[config.mk]
export PLATFORM = sky130hd
export DESIGN_NAME = serial_sampling_adc_port
export DESIGN_NICKNAME = d
export VERILOG_FILES = /design/src/hw/adc_port_pkg.sv /design/src/hw/serial_sampling_adc_port.sv /design/src/hw/sample_buffer.sv
export SDC_FILE = /design/constraint.sdc
export NUM_CORES = 1
export LEC_CHECK = 0
export BUFFER_PORTS_ARGS = -buffer_cell sky130_fd_sc_hd__buf_2
export CORE_ASPECT_RATIO = 0.8
export CORE_MARGIN = 2
export CORE_UTILIZATION = 50
export CTS_CLUSTER_DIAMETER = 150
export CTS_CLUSTER_SIZE = 20
export DETAILED_ROUTE_END_ITERATION = 6
export PLACE_DENSITY = 0.74
export SYNTH_ARGS = -nofsm -noshare
export SYNTH_HDL_FRONTEND = slang
export SYNTH_SLANG_ARGS = --single-unit
[constraint.sdc]
create_clock -name clk -period 4 [get_ports clk]
set_input_delay 0.4 -clock clk [delete_from_list [all_inputs] [get_ports clk]]
set_output_delay 0.4 -clock clk [all_outputs]
set_load 0.01 [all_outputs]
[src/hw/adc_port_pkg.sv]
package adc_port_pkg;

	// ----------------------------------------------------------------
	// Widths
	// ----------------------------------------------------------------
	localparam int RESULT_W = 8;
	localparam int CFG_BITS = 3;
	localparam int CNT_W = 5;
	localparam int BUF_DEPTH = 2;

	// ----------------------------------------------------------------
	// Input word layout, bits after the start bit, first received first
	// ----------------------------------------------------------------
	localparam int CFG_SGL_POS = 2;
	localparam int CFG_POL_POS = 1;
	localparam int CFG_ORDER_POS = 0;

	// ----------------------------------------------------------------
	// Timing, counted in shift clock falling edges of the run phase
	// ----------------------------------------------------------------
	// Sample window in half shift clock cycles (1.5 cycles)
	localparam int SAMPLE_WINDOW_TIME_HALVES = 3;
	// Falling edge that closes the window, window opens on a rising edge
	localparam logic [CNT_W-1:0] SAMPLE_END_FALL =
		CNT_W'((SAMPLE_WINDOW_TIME_HALVES + 1) / 2);
	localparam logic [CNT_W-1:0] ENABLE_FALL = 5'h01;
	localparam logic [CNT_W-1:0] MSB_FIRST_FALL = SAMPLE_END_FALL + 5'h01;
	localparam logic [CNT_W-1:0] MSB_LAST_FALL =
		MSB_FIRST_FALL + CNT_W'(RESULT_W - 1);
	localparam logic [CNT_W-1:0] LSB_LAST_FALL =
		MSB_LAST_FALL + CNT_W'(RESULT_W - 1);
	localparam logic [CNT_W-1:0] CNT_MAX = 5'h1f;

	// ----------------------------------------------------------------
	// Port sequencer states
	// ----------------------------------------------------------------
	typedef enum logic [1:0] {
		ST_OFF,
		ST_HUNT,
		ST_CFG,
		ST_RUN
	} port_state_t;

endpackage : adc_port_pkg

[src/hw/serial_sampling_adc_port.sv]
// Summary of operation
// - The port acts on its serial lines only while chip select is low.
// - With chip select high the port is off, unpowered and not driving.
// - The result leaves serially on the output, timed by the shift clock.
// - Single-input variant: no input word, always the fixed input pair.
// - Single-input variant sends the result MSB first, then LSB first.
// - Input bits are valid at and sampled on the shift clock rising edge.
// - After select falls, zeros are dropped and the first one is the start.
// - The start bit begins capture of the setup bits and the transfer.
// - After the input word, input bits are ignored until select cycles.
// - The two bits after start select the input pair and its polarity.
// - In single-ended mode the chosen channel is measured against ground.
// - Bit-order one sends MSB first only, then zeros while clocks go on.
// - Bit-order zero sends MSB first, then repeats it LSB first.
// - The input is sampled over 1.5 shift clock cycles before conversion.
`timescale 1ns/1ps

module serial_sampling_adc_port
	import adc_port_pkg::*;
(
	input wire logic clk,
	input wire logic rstn,
	input wire logic select_and_power_down_n,
	input wire logic shift_clk,
	input wire logic serial_in,
	input wire logic single_input_mode,
	input wire logic sample_valid,
	output logic sample_ready,
	input wire logic [RESULT_W-1:0] analog_channel_zero,
	input wire logic [RESULT_W-1:0] analog_channel_one,
	output logic serial_out,
	output logic serial_out_oe,
	output logic power_enable,
	output logic single_ended_select,
	output logic odd_polarity,
	output logic bit_order_select,
	output logic [RESULT_W-1:0] conversion_result
);

	// ----------------------------------------------------------------
	// Pin synchronisers
	// ----------------------------------------------------------------
	logic [1:0] cs_sync_q, sclk_sync_q, din_sync_q;
	logic sclk_prev_q;
	logic cs_high, sclk_rise, sclk_fall, din_bit;

	// Two flops per pin; only the second stage feeds logic
	always_ff @(posedge clk or negedge rstn) begin
		if (!rstn) begin
			cs_sync_q <= 2'h3;
			sclk_sync_q <= 2'h0;
			din_sync_q <= 2'h0;
			sclk_prev_q <= 1'b0;
		end else begin
			cs_sync_q <= {cs_sync_q[0], select_and_power_down_n};
			sclk_sync_q <= {sclk_sync_q[0], shift_clk};
			din_sync_q <= {din_sync_q[0], serial_in};
			sclk_prev_q <= sclk_sync_q[1];
		end
	end

	assign cs_high = cs_sync_q[1];
	assign din_bit = din_sync_q[1];
	assign sclk_rise = sclk_sync_q[1] && !sclk_prev_q;
	assign sclk_fall = !sclk_sync_q[1] && sclk_prev_q;

	// ----------------------------------------------------------------
	// Sample buffer between the sampler and the converter
	// ----------------------------------------------------------------
	logic buf_valid, take_sample;
	logic [2*RESULT_W-1:0] buf_data;

	sample_buffer #(
		.W(2*RESULT_W),
		.DEPTH(BUF_DEPTH)
	) u_buf (
		.clk(clk),
		.rstn(rstn),
		.in_valid(sample_valid),
		.in_ready(sample_ready),
		.in_data({analog_channel_zero, analog_channel_one}),
		.out_valid(buf_valid),
		.out_ready(take_sample),
		.out_data(buf_data)
	);

	// ----------------------------------------------------------------
	// Conversion of the held channel levels
	// ----------------------------------------------------------------
	// Unipolar result, so a negative difference reads as zero
	function automatic logic [RESULT_W-1:0] convert(
		input logic sgl,
		input logic pol,
		input logic [RESULT_W-1:0] c0,
		input logic [RESULT_W-1:0] c1
	);
		logic [RESULT_W-1:0] pos, neg;
		pos = pol ? c1 : c0;
		neg = pol ? c0 : c1;
		if (sgl) begin
			convert = pos;
		end else begin
			convert = (pos > neg) ? pos - neg : '0;
		end
	endfunction : convert

	// ----------------------------------------------------------------
	// Port sequencer
	// ----------------------------------------------------------------
	port_state_t state_q, state_d;
	logic [CNT_W-1:0] cnt_q, cnt_d;
	logic [CFG_BITS-1:0] cfg_q, cfg_d;
	logic sgl_q, sgl_d, pol_q, pol_d, order_q, order_d;
	logic dout_q, dout_d, oe_q, oe_d;
	logic [RESULT_W-1:0] res_q, res_d, hold0_q, hold0_d, hold1_q, hold1_d;
	logic [CNT_W-1:0] idx;
	logic [RESULT_W-1:0] c0, c1;

	always_comb begin
		state_d = state_q;
		cnt_d = cnt_q;
		cfg_d = cfg_q;
		sgl_d = sgl_q;
		pol_d = pol_q;
		order_d = order_q;
		dout_d = dout_q;
		oe_d = oe_q;
		res_d = res_q;
		hold0_d = hold0_q;
		hold1_d = hold1_q;
		take_sample = 1'b0;
		idx = '0;
		// Fresh sample if one waits, else reuse the last one held
		c0 = buf_valid ? buf_data[2*RESULT_W-1:RESULT_W] : hold0_q;
		c1 = buf_valid ? buf_data[RESULT_W-1:0] : hold1_q;
		if (cs_high) begin
			state_d = ST_OFF;
			oe_d = 1'b0;
			dout_d = 1'b0;
		end else begin
			case (state_q)
				ST_OFF: begin
					state_d = ST_HUNT;
					cnt_d = '0;
					cfg_d = '0;
				end
				ST_HUNT: begin
					if (sclk_rise && single_input_mode) begin
						// Fixed pair, both bit orders, window opens now
						sgl_d = 1'b0;
						pol_d = 1'b0;
						order_d = 1'b0;
						state_d = ST_RUN;
					end else if (sclk_rise && din_bit) begin
						state_d = ST_CFG;
					end
				end
				ST_CFG: begin
					if (sclk_rise) begin
						cfg_d = {cfg_q[CFG_BITS-2:0], din_bit};
						cnt_d = cnt_q + 5'h01;
						if (cnt_q == CNT_W'(CFG_BITS - 1)) begin
							sgl_d = cfg_q[CFG_SGL_POS-1];
							pol_d = cfg_q[CFG_POL_POS-1];
							order_d = din_bit;
							cnt_d = '0;
							// Window opens on the last input bit
							state_d = ST_RUN;
						end
					end
				end
				ST_RUN: begin
					// Input pin no longer looked at in this state
					if (sclk_fall) begin
						cnt_d = (cnt_q == CNT_MAX) ? cnt_q : cnt_q + 5'h01;
						dout_d = 1'b0;
						if (cnt_d == ENABLE_FALL) begin
							oe_d = 1'b1;
						end
						if (cnt_d == SAMPLE_END_FALL) begin
							take_sample = 1'b1;
							hold0_d = c0;
							hold1_d = c1;
							res_d = convert(sgl_q, pol_q, c0, c1);
						end
						if (cnt_d >= MSB_FIRST_FALL &&
						    cnt_d <= MSB_LAST_FALL) begin
							idx = MSB_LAST_FALL - cnt_d;
							dout_d = res_q[idx[2:0]];
						end else if (cnt_d > MSB_LAST_FALL &&
						             cnt_d <= LSB_LAST_FALL &&
						             !order_q) begin
							idx = cnt_d - MSB_LAST_FALL;
							dout_d = res_q[idx[2:0]];
						end
						// Otherwise zeros fill the line
					end
				end
				default: begin
					state_d = ST_OFF;
				end
			endcase
		end
	end

	always_ff @(posedge clk or negedge rstn) begin
		if (!rstn) begin
			state_q <= ST_OFF;
			cnt_q <= '0;
			cfg_q <= '0;
			sgl_q <= 1'b0;
			pol_q <= 1'b0;
			order_q <= 1'b0;
			dout_q <= 1'b0;
			oe_q <= 1'b0;
			res_q <= '0;
			hold0_q <= '0;
			hold1_q <= '0;
		end else begin
			state_q <= state_d;
			cnt_q <= cnt_d;
			cfg_q <= cfg_d;
			sgl_q <= sgl_d;
			pol_q <= pol_d;
			order_q <= order_d;
			dout_q <= dout_d;
			oe_q <= oe_d;
			res_q <= res_d;
			hold0_q <= hold0_d;
			hold1_q <= hold1_d;
		end
	end

	// ----------------------------------------------------------------
	// Outputs
	// ----------------------------------------------------------------
	assign serial_out = dout_q;
	assign serial_out_oe = oe_q;
	assign power_enable = !cs_high;
	assign single_ended_select = sgl_q;
	assign odd_polarity = pol_q;
	assign bit_order_select = order_q;
	assign conversion_result = res_q;

endmodule : serial_sampling_adc_port

[src/hw/sample_buffer.sv]
`timescale 1ns/1ps

// Small valid/ready buffer; depth two lets the source get two words ahead, then holds it off
// while the consumer takes its one word per frame.
module sample_buffer #(
	parameter int W = 16,
	parameter int DEPTH = 2
) (
	input wire logic clk,
	input wire logic rstn,
	input wire logic in_valid,
	output logic in_ready,
	input wire logic [W-1:0] in_data,
	output logic out_valid,
	input wire logic out_ready,
	output logic [W-1:0] out_data
);

	localparam int PW = $clog2(DEPTH);

	logic [W-1:0] mem_q [DEPTH];
	logic [W-1:0] mem_d [DEPTH];
	logic [PW-1:0] wr_q, wr_d, rd_q, rd_d;
	logic [PW:0] cnt_q, cnt_d;
	logic push, pop;

	// ----------------------------------------------------------------
	// Handshake and pointer update
	// ----------------------------------------------------------------
	// Ready honestly reflects fullness so the source is held off
	assign in_ready = (cnt_q != (PW+1)'(DEPTH));
	assign out_valid = (cnt_q != '0);
	assign out_data = mem_q[rd_q];
	assign push = in_valid && in_ready;
	assign pop = out_valid && out_ready;

	always_comb begin
		mem_d = mem_q;
		wr_d = wr_q;
		rd_d = rd_q;
		cnt_d = cnt_q;
		if (push) begin
			mem_d[wr_q] = in_data;
			wr_d = (wr_q == PW'(DEPTH - 1)) ? '0 : wr_q + 1'b1;
		end
		if (pop) begin
			rd_d = (rd_q == PW'(DEPTH - 1)) ? '0 : rd_q + 1'b1;
		end
		if (push && !pop) begin
			cnt_d = cnt_q + 1'b1;
		end else if (pop && !push) begin
			cnt_d = cnt_q - 1'b1;
		end
	end

	always_ff @(posedge clk or negedge rstn) begin
		if (!rstn) begin
			for (int i = 0; i < DEPTH; i++) begin
				mem_q[i] <= '0;
			end
			wr_q <= '0;
			rd_q <= '0;
			cnt_q <= '0;
		end else begin
			mem_q <= mem_d;
			wr_q <= wr_d;
			rd_q <= rd_d;
			cnt_q <= cnt_d;
		end
	end

endmodule : sample_buffer

==> results of run 1 <==
## report_power, final
part / total, W / switching [W] / leakage, nW / internal, W
clock: 0.000681 / 0.000310 / 0.113 / 0.000370
sequential: 0.00124 / 0.000191 / 1.03 / 0.00105
combinational: 0.00215 / 0.00116 / 1.11 / 0.000987
total: 0.00406 / 0.00166 / 2.25 / 0.00240
## placed cells by master (no fill, tap or decap), types with 3 or more instances in the layout
cell type	instances
a21oi_1	28
a22oi_1	7
and3_1	3
buf_2	36
buf_4	8
clkbuf_8	10
dfrtp_1	79
ha_1	19
inv_1	21
mux2_2	42
mux2i_1	33
nand2_1	33
nand2b_1	4
nand3_1	6
nand4_1	3
nor2_1	30
nor2b_1	4
nor3_1	3
o21ai_0	33
o22ai_1	3
or3_1	3
xnor2_1	5
xor2_1	7
## synthesized netlist by cell type (2+ instances only)
cell / count
nand4_1: 3
a2bb2oi_1: 2
a22oi_1: 7
xor2_1: 7
buf_2: 4
or4_1: 2
o31a_1: 2
nand2b_1: 4
o21ai_1: 2
nand2_1: 33
o22ai_1: 3
and3_1: 3
a31oi_1: 2
mux2i_1: 33
nor2b_1: 4
xnor2_1: 5
nor3_1: 3
nand3b_1: 2
nand3_1: 6
a221oi_1: 2
inv_1: 21
o21ai_0: 33
or3_1: 3
nor2_1: 31
buf_6: 2
clkbuf_1: 13
o41ai_1: 2
mux2_2: 42
a211oi_1: 2
ha_1: 19
dfstp_2: 2
a21oi_1: 28
dfrtp_1: 79
## logic make-up after synthesis
group                    Yosys count  share of synthesized area
AND/OR/NAND/NOR                   99                      0.103
XOR/XNOR                          13                     0.0297
flip-flops                        81                      0.454
buffers and inverters             42                     0.0398
adder cells (fa/ha/maj)           20                     0.0577
multiplexers                      76                      0.185
AO/OA/AOI/OAI                     96                      0.131
## metrics by stage
stage | area (um^2) | cells | hold slack, ns
global route | 4980 | 579 | 0.0991
floorplan | 4470 | 427 | 0.104
finish | 4980 | 579 | 0.122
CTS | 4980 | 579 | 0.0973
detailed placement | 4760 | 563 | 0.346
global placement | 4760 | 563 | 0.336
## worst paths after layout
check,startpoint,end,slack (ns),cells past startpoint
worst max-delay path,u_buf.rd_q,conversion_result[6],0.51,13
worst min-delay path,select_and_power_down_n,cs_sync_q[0],0.12,1
worst max register to register,u_buf.rd_q,conversion_result[6],0.51,13
worst min register to register,din_sync_q[0],din_sync_q[1],0.36,0
max in group asynchronous,rstn,cnt_q[2],3.12,1
min in group asynchronous,rstn,conversion_result[4],0.17,1
## routing by layer
layer,up-vias,part of all wire,routed length [um]
met5,-,0,0
met2,79,0.46,4290
li1,1599,-,-
met4,0,0.017,157
met3,15,0.051,473
met1,1628,0.47,4410
## cell type report
class / instances / share of cell area
Multi-Input combinational cell: 304 / 0.454
Sequential cell: 81 / 0.407
Timing Repair Buffer: 44 / 0.0482
Tap cell: 112 / 0.0281
Clock buffer: 10 / 0.0276
Clock inverter: 6 / 0.0181
Inverter: 22 / 0.0166
## worst max-delay path, cell delays in order (launching register included)
cell and delay [ns]:
dfrtp_1 0.67, mux2i_1 0.31, nor2_1 0.08, a21oi_1 0.24, mux2_2 0.22, ha_1 0.17
inv_1 0.06, fa_1 0.40, nand2_1 0.10, a21oi_1 0.10, o31a_1 0.28, o31a_1 0.36
a221oi_1 0.29, a21oi_1 0.07
## sequential cells by signal (all words and copies together), names as in the netlist, 2 cells and up
signal and cells:
cfg_q 2, conversion_result 8, din_sync_q 2, state_q 2
hold0_q 8, sclk_sync_q 2, u_buf.cnt_q 2, cnt_q 5
hold1_q 8, cs_sync_q 2, u_buf.mem_q 32
==> out/summary.txt, run 1 <==
status = finished clean
NumNets Final = 505
Hold Vio Cnt, Final = 0
met3 usage = 0.0560
CTS tree = done
Hold Path Class = input port to flop
area of the multi-input gates = 2260 um^2
Synth async-reset ratio = 1.00
Mapped Area = 4470 um^2
Crit Path Category = flop to flop
Layout area overhead = 11.5%
port bufs = 37
drt wl/cell = 16.1 um
Worst Path Required = 4.25 ns
Worst setup SP type = flop
antenna-violating nets left = 0
VDD IR max = 0.000454 V
number of synthesized flops with an enable pin = 0
CTS max path bufs = 2
DIE AREA = 9720 um^2
cts repair resizes = 0
PD cells = 815 nW/um^2
Synthesis Warnings = 0
post-route minimum period = 3.49 ns
max-slew violation count = 0
RSZ-0062 raised after global routing = no
first-pass GRT wire length = 15100 um
DR iter-0 viols = 125
Placer Congestion = 0.930
vias post-DR = 3321
Tcrit/Tclk final = 0.871
drt drc = 0
ANT cells = 0
register area share after synthesis = 0.454
largest cells by area after synthesis = dfrtp_1 (44%), mux2_2 (11%), mux2i_1 (7.4%), ha_1 (5.3%), o21ai_0 (3.7%)
post-CTS setup buffers = 0
hold-fix buffers at CTS = 0
gr ovfl total = 0
M2 GR Usage = 0.316
post-DP HPWL = 6850 um
# rows = 30
Yosys reg bits = 81
M1 GR Usage = 0.279
Worst-Margin Slew = 1.03 ns
Root Buffer = clkbuf_8
Synth area leader = dfrtp_1
pin count of the biggest net entering global routing = 82
total chip power = 0.00406 W
grt peak-use layer = met2
aggregate global-route resource usage = 0.206
CTS clk-pin slew, worst paths = 0.08 ns
fillers = 743
clock sink total = 81
Setup violations, final = 0
Reg area = 2030 um^2
Die W = 110 um
critical path arrival = 3.73 ns
FMAX = 287 MHz
initial core utilization = 0.520
Cells after Synth = 427
Routed WL = 9340 um
final core utilization = 0.580
Critical Path Sink Type = flop
core area = 8600 um^2
CTS buffer count = 9
final critical-path setup slack = 0.515 ns
top_reg_cell synth = dfrtp_1
initial antenna violation count = 0
Placement Setup Slack = 0.579 ns
1st-pass router iterations = 4
Unique masters post-synth = 54
clock skew = 0.0116 ns
vias per cell = 5.74
Fin Setup TNS = 0 ns
DIE HEIGHT = 88.6 um
CP Max Fanout = 10
syn_area_per_cell = 10.5 um^2
LEAKAGE = 2.25 nW
Clk Latency, worst-skew pair = 0.37 ns
number of global-route vias before repair = 3124
H-tree levels = 3
share of cells above drive strength 1 = 0.233
Rel. slew slack = 0.311
net count after synthesis = 470
Top-Level Pins = 38
Max-cap violations = 0
area share of the leading cell type in the synthesized netlist = 0.442
Power figures use the tool's default switching activity.
==> inputs of run 2 (changes only) <==
--- a/config.mk
+++ b/config.mk
@@ -5,6 +5,7 @@
 export SDC_FILE = /design/constraint.sdc
 export NUM_CORES = 1
 export LEC_CHECK = 0
+export ABC_AREA = 1
 export BUFFER_PORTS_ARGS = -buffer_cell sky130_fd_sc_hd__buf_2
 export CORE_ASPECT_RATIO = 0.8
 export CORE_MARGIN = 2
@@ -12,7 +13,7 @@
 export CTS_CLUSTER_DIAMETER = 150
 export CTS_CLUSTER_SIZE = 20
 export DETAILED_ROUTE_END_ITERATION = 6
-export PLACE_DENSITY = 0.74
+export PLACE_DENSITY = 0.73
 export SYNTH_ARGS = -nofsm -noshare
 export SYNTH_HDL_FRONTEND = slang
 export SYNTH_SLANG_ARGS = --single-unit
==> out/summary.txt, run 2 <==
Min-Delay Startpoint = select_and_power_down_n
Setup violations, final = 0 (unchanged)
CP Max Fanout = 22 (+12)
Top-Level Pins = 38 (unchanged)
NumNets Final = 687 (+36%)
commonest cells after routing, fill and taps aside = nand2_1 (182), dfrtp_1 (79), inv_1 (68)
Max-cap violations = 0 (unchanged)
FF-to-FF Start = u_buf.cnt_q[0]
DIE AREA = 10100 um^2 (+3.9%)
register area share after synthesis = 0.436 (-0.0179)
number of global-route vias before repair = 3938 (+26%)
vias per cell = 5.40 (-5.8%)
initial core utilization = 0.515 (-0.00506)
post-CTS setup buffers = 0 (unchanged)
Critical Path Most Common Cell = nand2_1
mux contribution to synthesized area = 0 (-0.185)
DIE HEIGHT = 90.3 um (+1.9%)
largest cells by area after synthesis = dfrtp_1 (42%), nand2_1 (15%), o21ai_0 (6.8%), inv_1 (5.5%), ha_1 (5.1%)
aggregate global-route resource usage = 0.226 (+0.0204)
CP max stage delay = 0.45 ns (-0.22 ns)
Rel. slew slack = 0.315 (+0.00379)
clock skew = 0.00820 ns (-0.00339 ns)
post-DP HPWL = 7570 um (+10%)
post-route minimum period = 3.13 ns (-0.357 ns)
Hold Path Class = input port to flop
Clk Latency, worst-skew pair = 0.35 ns (-0.02 ns)
Gate power share = 0.519 (-0.009)
Synthesis Warnings = 0 (unchanged)
Routed WL = 10600 um (+13%)
core area = 9040 um^2 (+5.1%)
Psw = 0.00193 W (+16%)
Critical path origin = u_buf.cnt_q[0]
Synth Area in Adders = 0.0554 (-0.00228)
CTS tree = done
most common cell after layout, fill and taps aside = nand2_1
pin count of the biggest net entering global routing = 82 (unchanged)
Crit Path Category = flop to flop
Root Buffer = clkbuf_16
FMAX = 320 MHz (+11%)
net count after synthesis = 655 (+39%)
Critical Path Sink Type = flop
CTS max path bufs = 2 (unchanged)
vias post-DR = 4129 (+24%)
Worst Path Required = 4.24 ns (about the same)
RSZ-0062 raised after global routing = no
number of synthesized flops with an enable pin = 0 (unchanged)
Compound-Gate Fraction of Synth Area = 0.152 (+0.0212)
# rows = 31 (+3.3%)
area share of the leading cell type in the synthesized netlist = 0.425 (-0.0175)
Layout area overhead = 13.1%
Int Power = 0.00250 W (+3.9%)
PD cells = 842 nW/um^2 (+3.2%)
syn_area_per_cell = 7.60 um^2 (-27%)
Non-Filler Instances = 764 (+32%)
LEAKAGE = 2.71 nW (+20%)
port bufs = 37 (unchanged)
xor/xnor cell area share of the yosys netlist = 0.0151 (-0.0146)
final hold slack = 0.151 ns (+0.0291 ns)
share of cells above drive strength 1 = 0.136 (-0.0978)
cts repair resizes = 0 (unchanged)
antenna-violating nets left = 0 (unchanged)
Worst setup SP type = flop
Tcrit/Tclk final = 0.782 (-0.0892)
max reg flops = 32 (unchanged)
Sw Share = 0.437 (+0.0280)
max-slew violation count = 0 (unchanged)
Hold Vio Cnt, Final = 0 (unchanged)
main combinational cell family by area after synthesis = simple AND/OR/NAND/NOR gates
clock sink total = 81 (unchanged)
first-pass GRT wire length = 18500 um (+23%)
synth cell count leaders = nand2_1 (182), dfrtp_1 (79), inv_1 (68)
Slowest-stage cell, CP = o21ai_0
Yosys reg bits = 81 (unchanged)
Cells after Synth = 612 (+43%)
Mapped Area = 4650 um^2 (+4.1%)
status = finished clean
hold-fix buffers at CTS = 0 (unchanged)
top_reg_cell synth = dfrtp_1
DR iter-0 viols = 284 (+130%)
Placer Congestion = 0.925 (-0.45%)
gr ovfl total = 0 (unchanged)
cell family contributing the most delay on the critical path = simple AND/OR/NAND/NOR gates
Top reg by flops = u_buf.mem_q
Worst-Margin Slew = 1.03 ns (-0.00569 ns)
CTS clk-pin slew, worst paths = 0.06 ns (-0.02 ns)
Synth area leader = dfrtp_1
CP cell instances = inv_2 > nand2_1 > o21ai_0 > nand2_1 > o21ai_0 > ha_1 > inv_1 > fa_1 > nand3_1 > nand2_1 > nand2_1 > nand3_1 > nand2_1 > inv_1 > nand2_1 > nand3_1 > nand2_1 > inv_1
drt drc = 0 (unchanged)
Die W = 112 um (+2.0%)
Synth async-reset ratio = 1.00 (unchanged)
CP Buf/Inv Count = 4 (+3)
VDD IR max = 0.000367 V (-19%)
Cells after DPL = 748 (+33%)
H-tree levels = 3 (unchanged)
most frequent cell after synthesis = nand2_1
Flop pwr share = 0.267 (-0.037)
1st-pass router iterations = 5 (+1)
simple-gate portion of the synthesized area = 0.258 (+0.155)
Unique masters post-synth = 42 (-22%)
ANT cells = 0 (unchanged)
CTS buffer count = 9 (unchanged)
Fin Setup TNS = 0 ns (unchanged)
drt wl/cell = 13.8 um (-14%)
initial antenna violation count = 0 (unchanged)
clock share of power = 0.214 (+0.046)
critical path arrival = 3.37 ns (-0.36 ns)
[run 2: worst register-to-register path: stages, from the launching register on]
cell and delay [ns]:
dfrtp_1 0.40, inv_2 0.08, nand2_1 0.39, o21ai_0 0.45, nand2_1 0.09, o21ai_0 0.09, ha_1 0.22, inv_1 0.07
fa_1 0.40, nand3_1 0.09, nand2_1 0.12, nand2_1 0.08, nand3_1 0.07, nand2_1 0.12, inv_1 0.10, nand2_1 0.07
nand3_1 0.07, nand2_1 0.08, inv_1 0.04
[run 2: final timing paths]
path                                        end  slack, ns  cells after the start
max                        conversion_result[3]       0.87                     18
min                                cs_sync_q[0]       0.15                      1
max reg2reg                conversion_result[3]       0.87                     18
min reg2reg                      sclk_sync_q[1]       0.35                      0
max in group asynchronous            hold1_q[3]       3.10                      1
min in group asynchronous       u_buf.mem_q[31]       0.23                      1
[run 2: cell families (layout without fill, tap and decap cells)]
kind of cell	after synthesis	in the layout
DFF	81	81
adders and majority gates	20	20
AOI/OAI and AO/OA	123	123
xor gates and xnor gates	8	8
buffers and inverters	97	134
and+or+nand+nor	283	283
[run 2: layout make-up]
cell class | instances | area (um^2)
fill | 840 | 3770
multi-input combinational | 434 | 2240
sequential | 81 | 2030
inverter | 76 | 285
clock buffer | 10 | 229
timing repair buffer | 42 | 225
tap | 115 | 144
clock inverter | 6 | 114
[run 2: power by group through the flow]
stage          sequential, W  combinational [W]  clock, W
2_1_floorplan        0.00115            0.00177         0
3_3_place_gp         0.00118            0.00218         0
3_5_place_dp         0.00119            0.00224         0
4_1_cts              0.00118            0.00226  0.000966
5_1_grt              0.00121            0.00266  0.000997
6_report             0.00118            0.00230  0.000949
[run 2: metal layers]
layer	track usage	share of wire
met1	0.311	0.48
met2	0.359	0.45
met3	0.0617	0.054
met4	0.0556	0.012
met5	0	0
[run 2: stage by stage]
step / power [W] / setup WS [ns] / area [um^2] / utilization
CTS: 0.00441 / 0.904 / 5260 / 0.582
detailed placement: 0.00343 / 0.906 / 4920 / 0.545
global route: 0.00486 / 0.410 / 5260 / 0.582
finish: 0.00443 / 0.872 / 5260 / 0.582
floorplan: 0.00293 / 1.34 / 4650 / -
global placement: 0.00337 / 1.01 / 4920 / 0.545
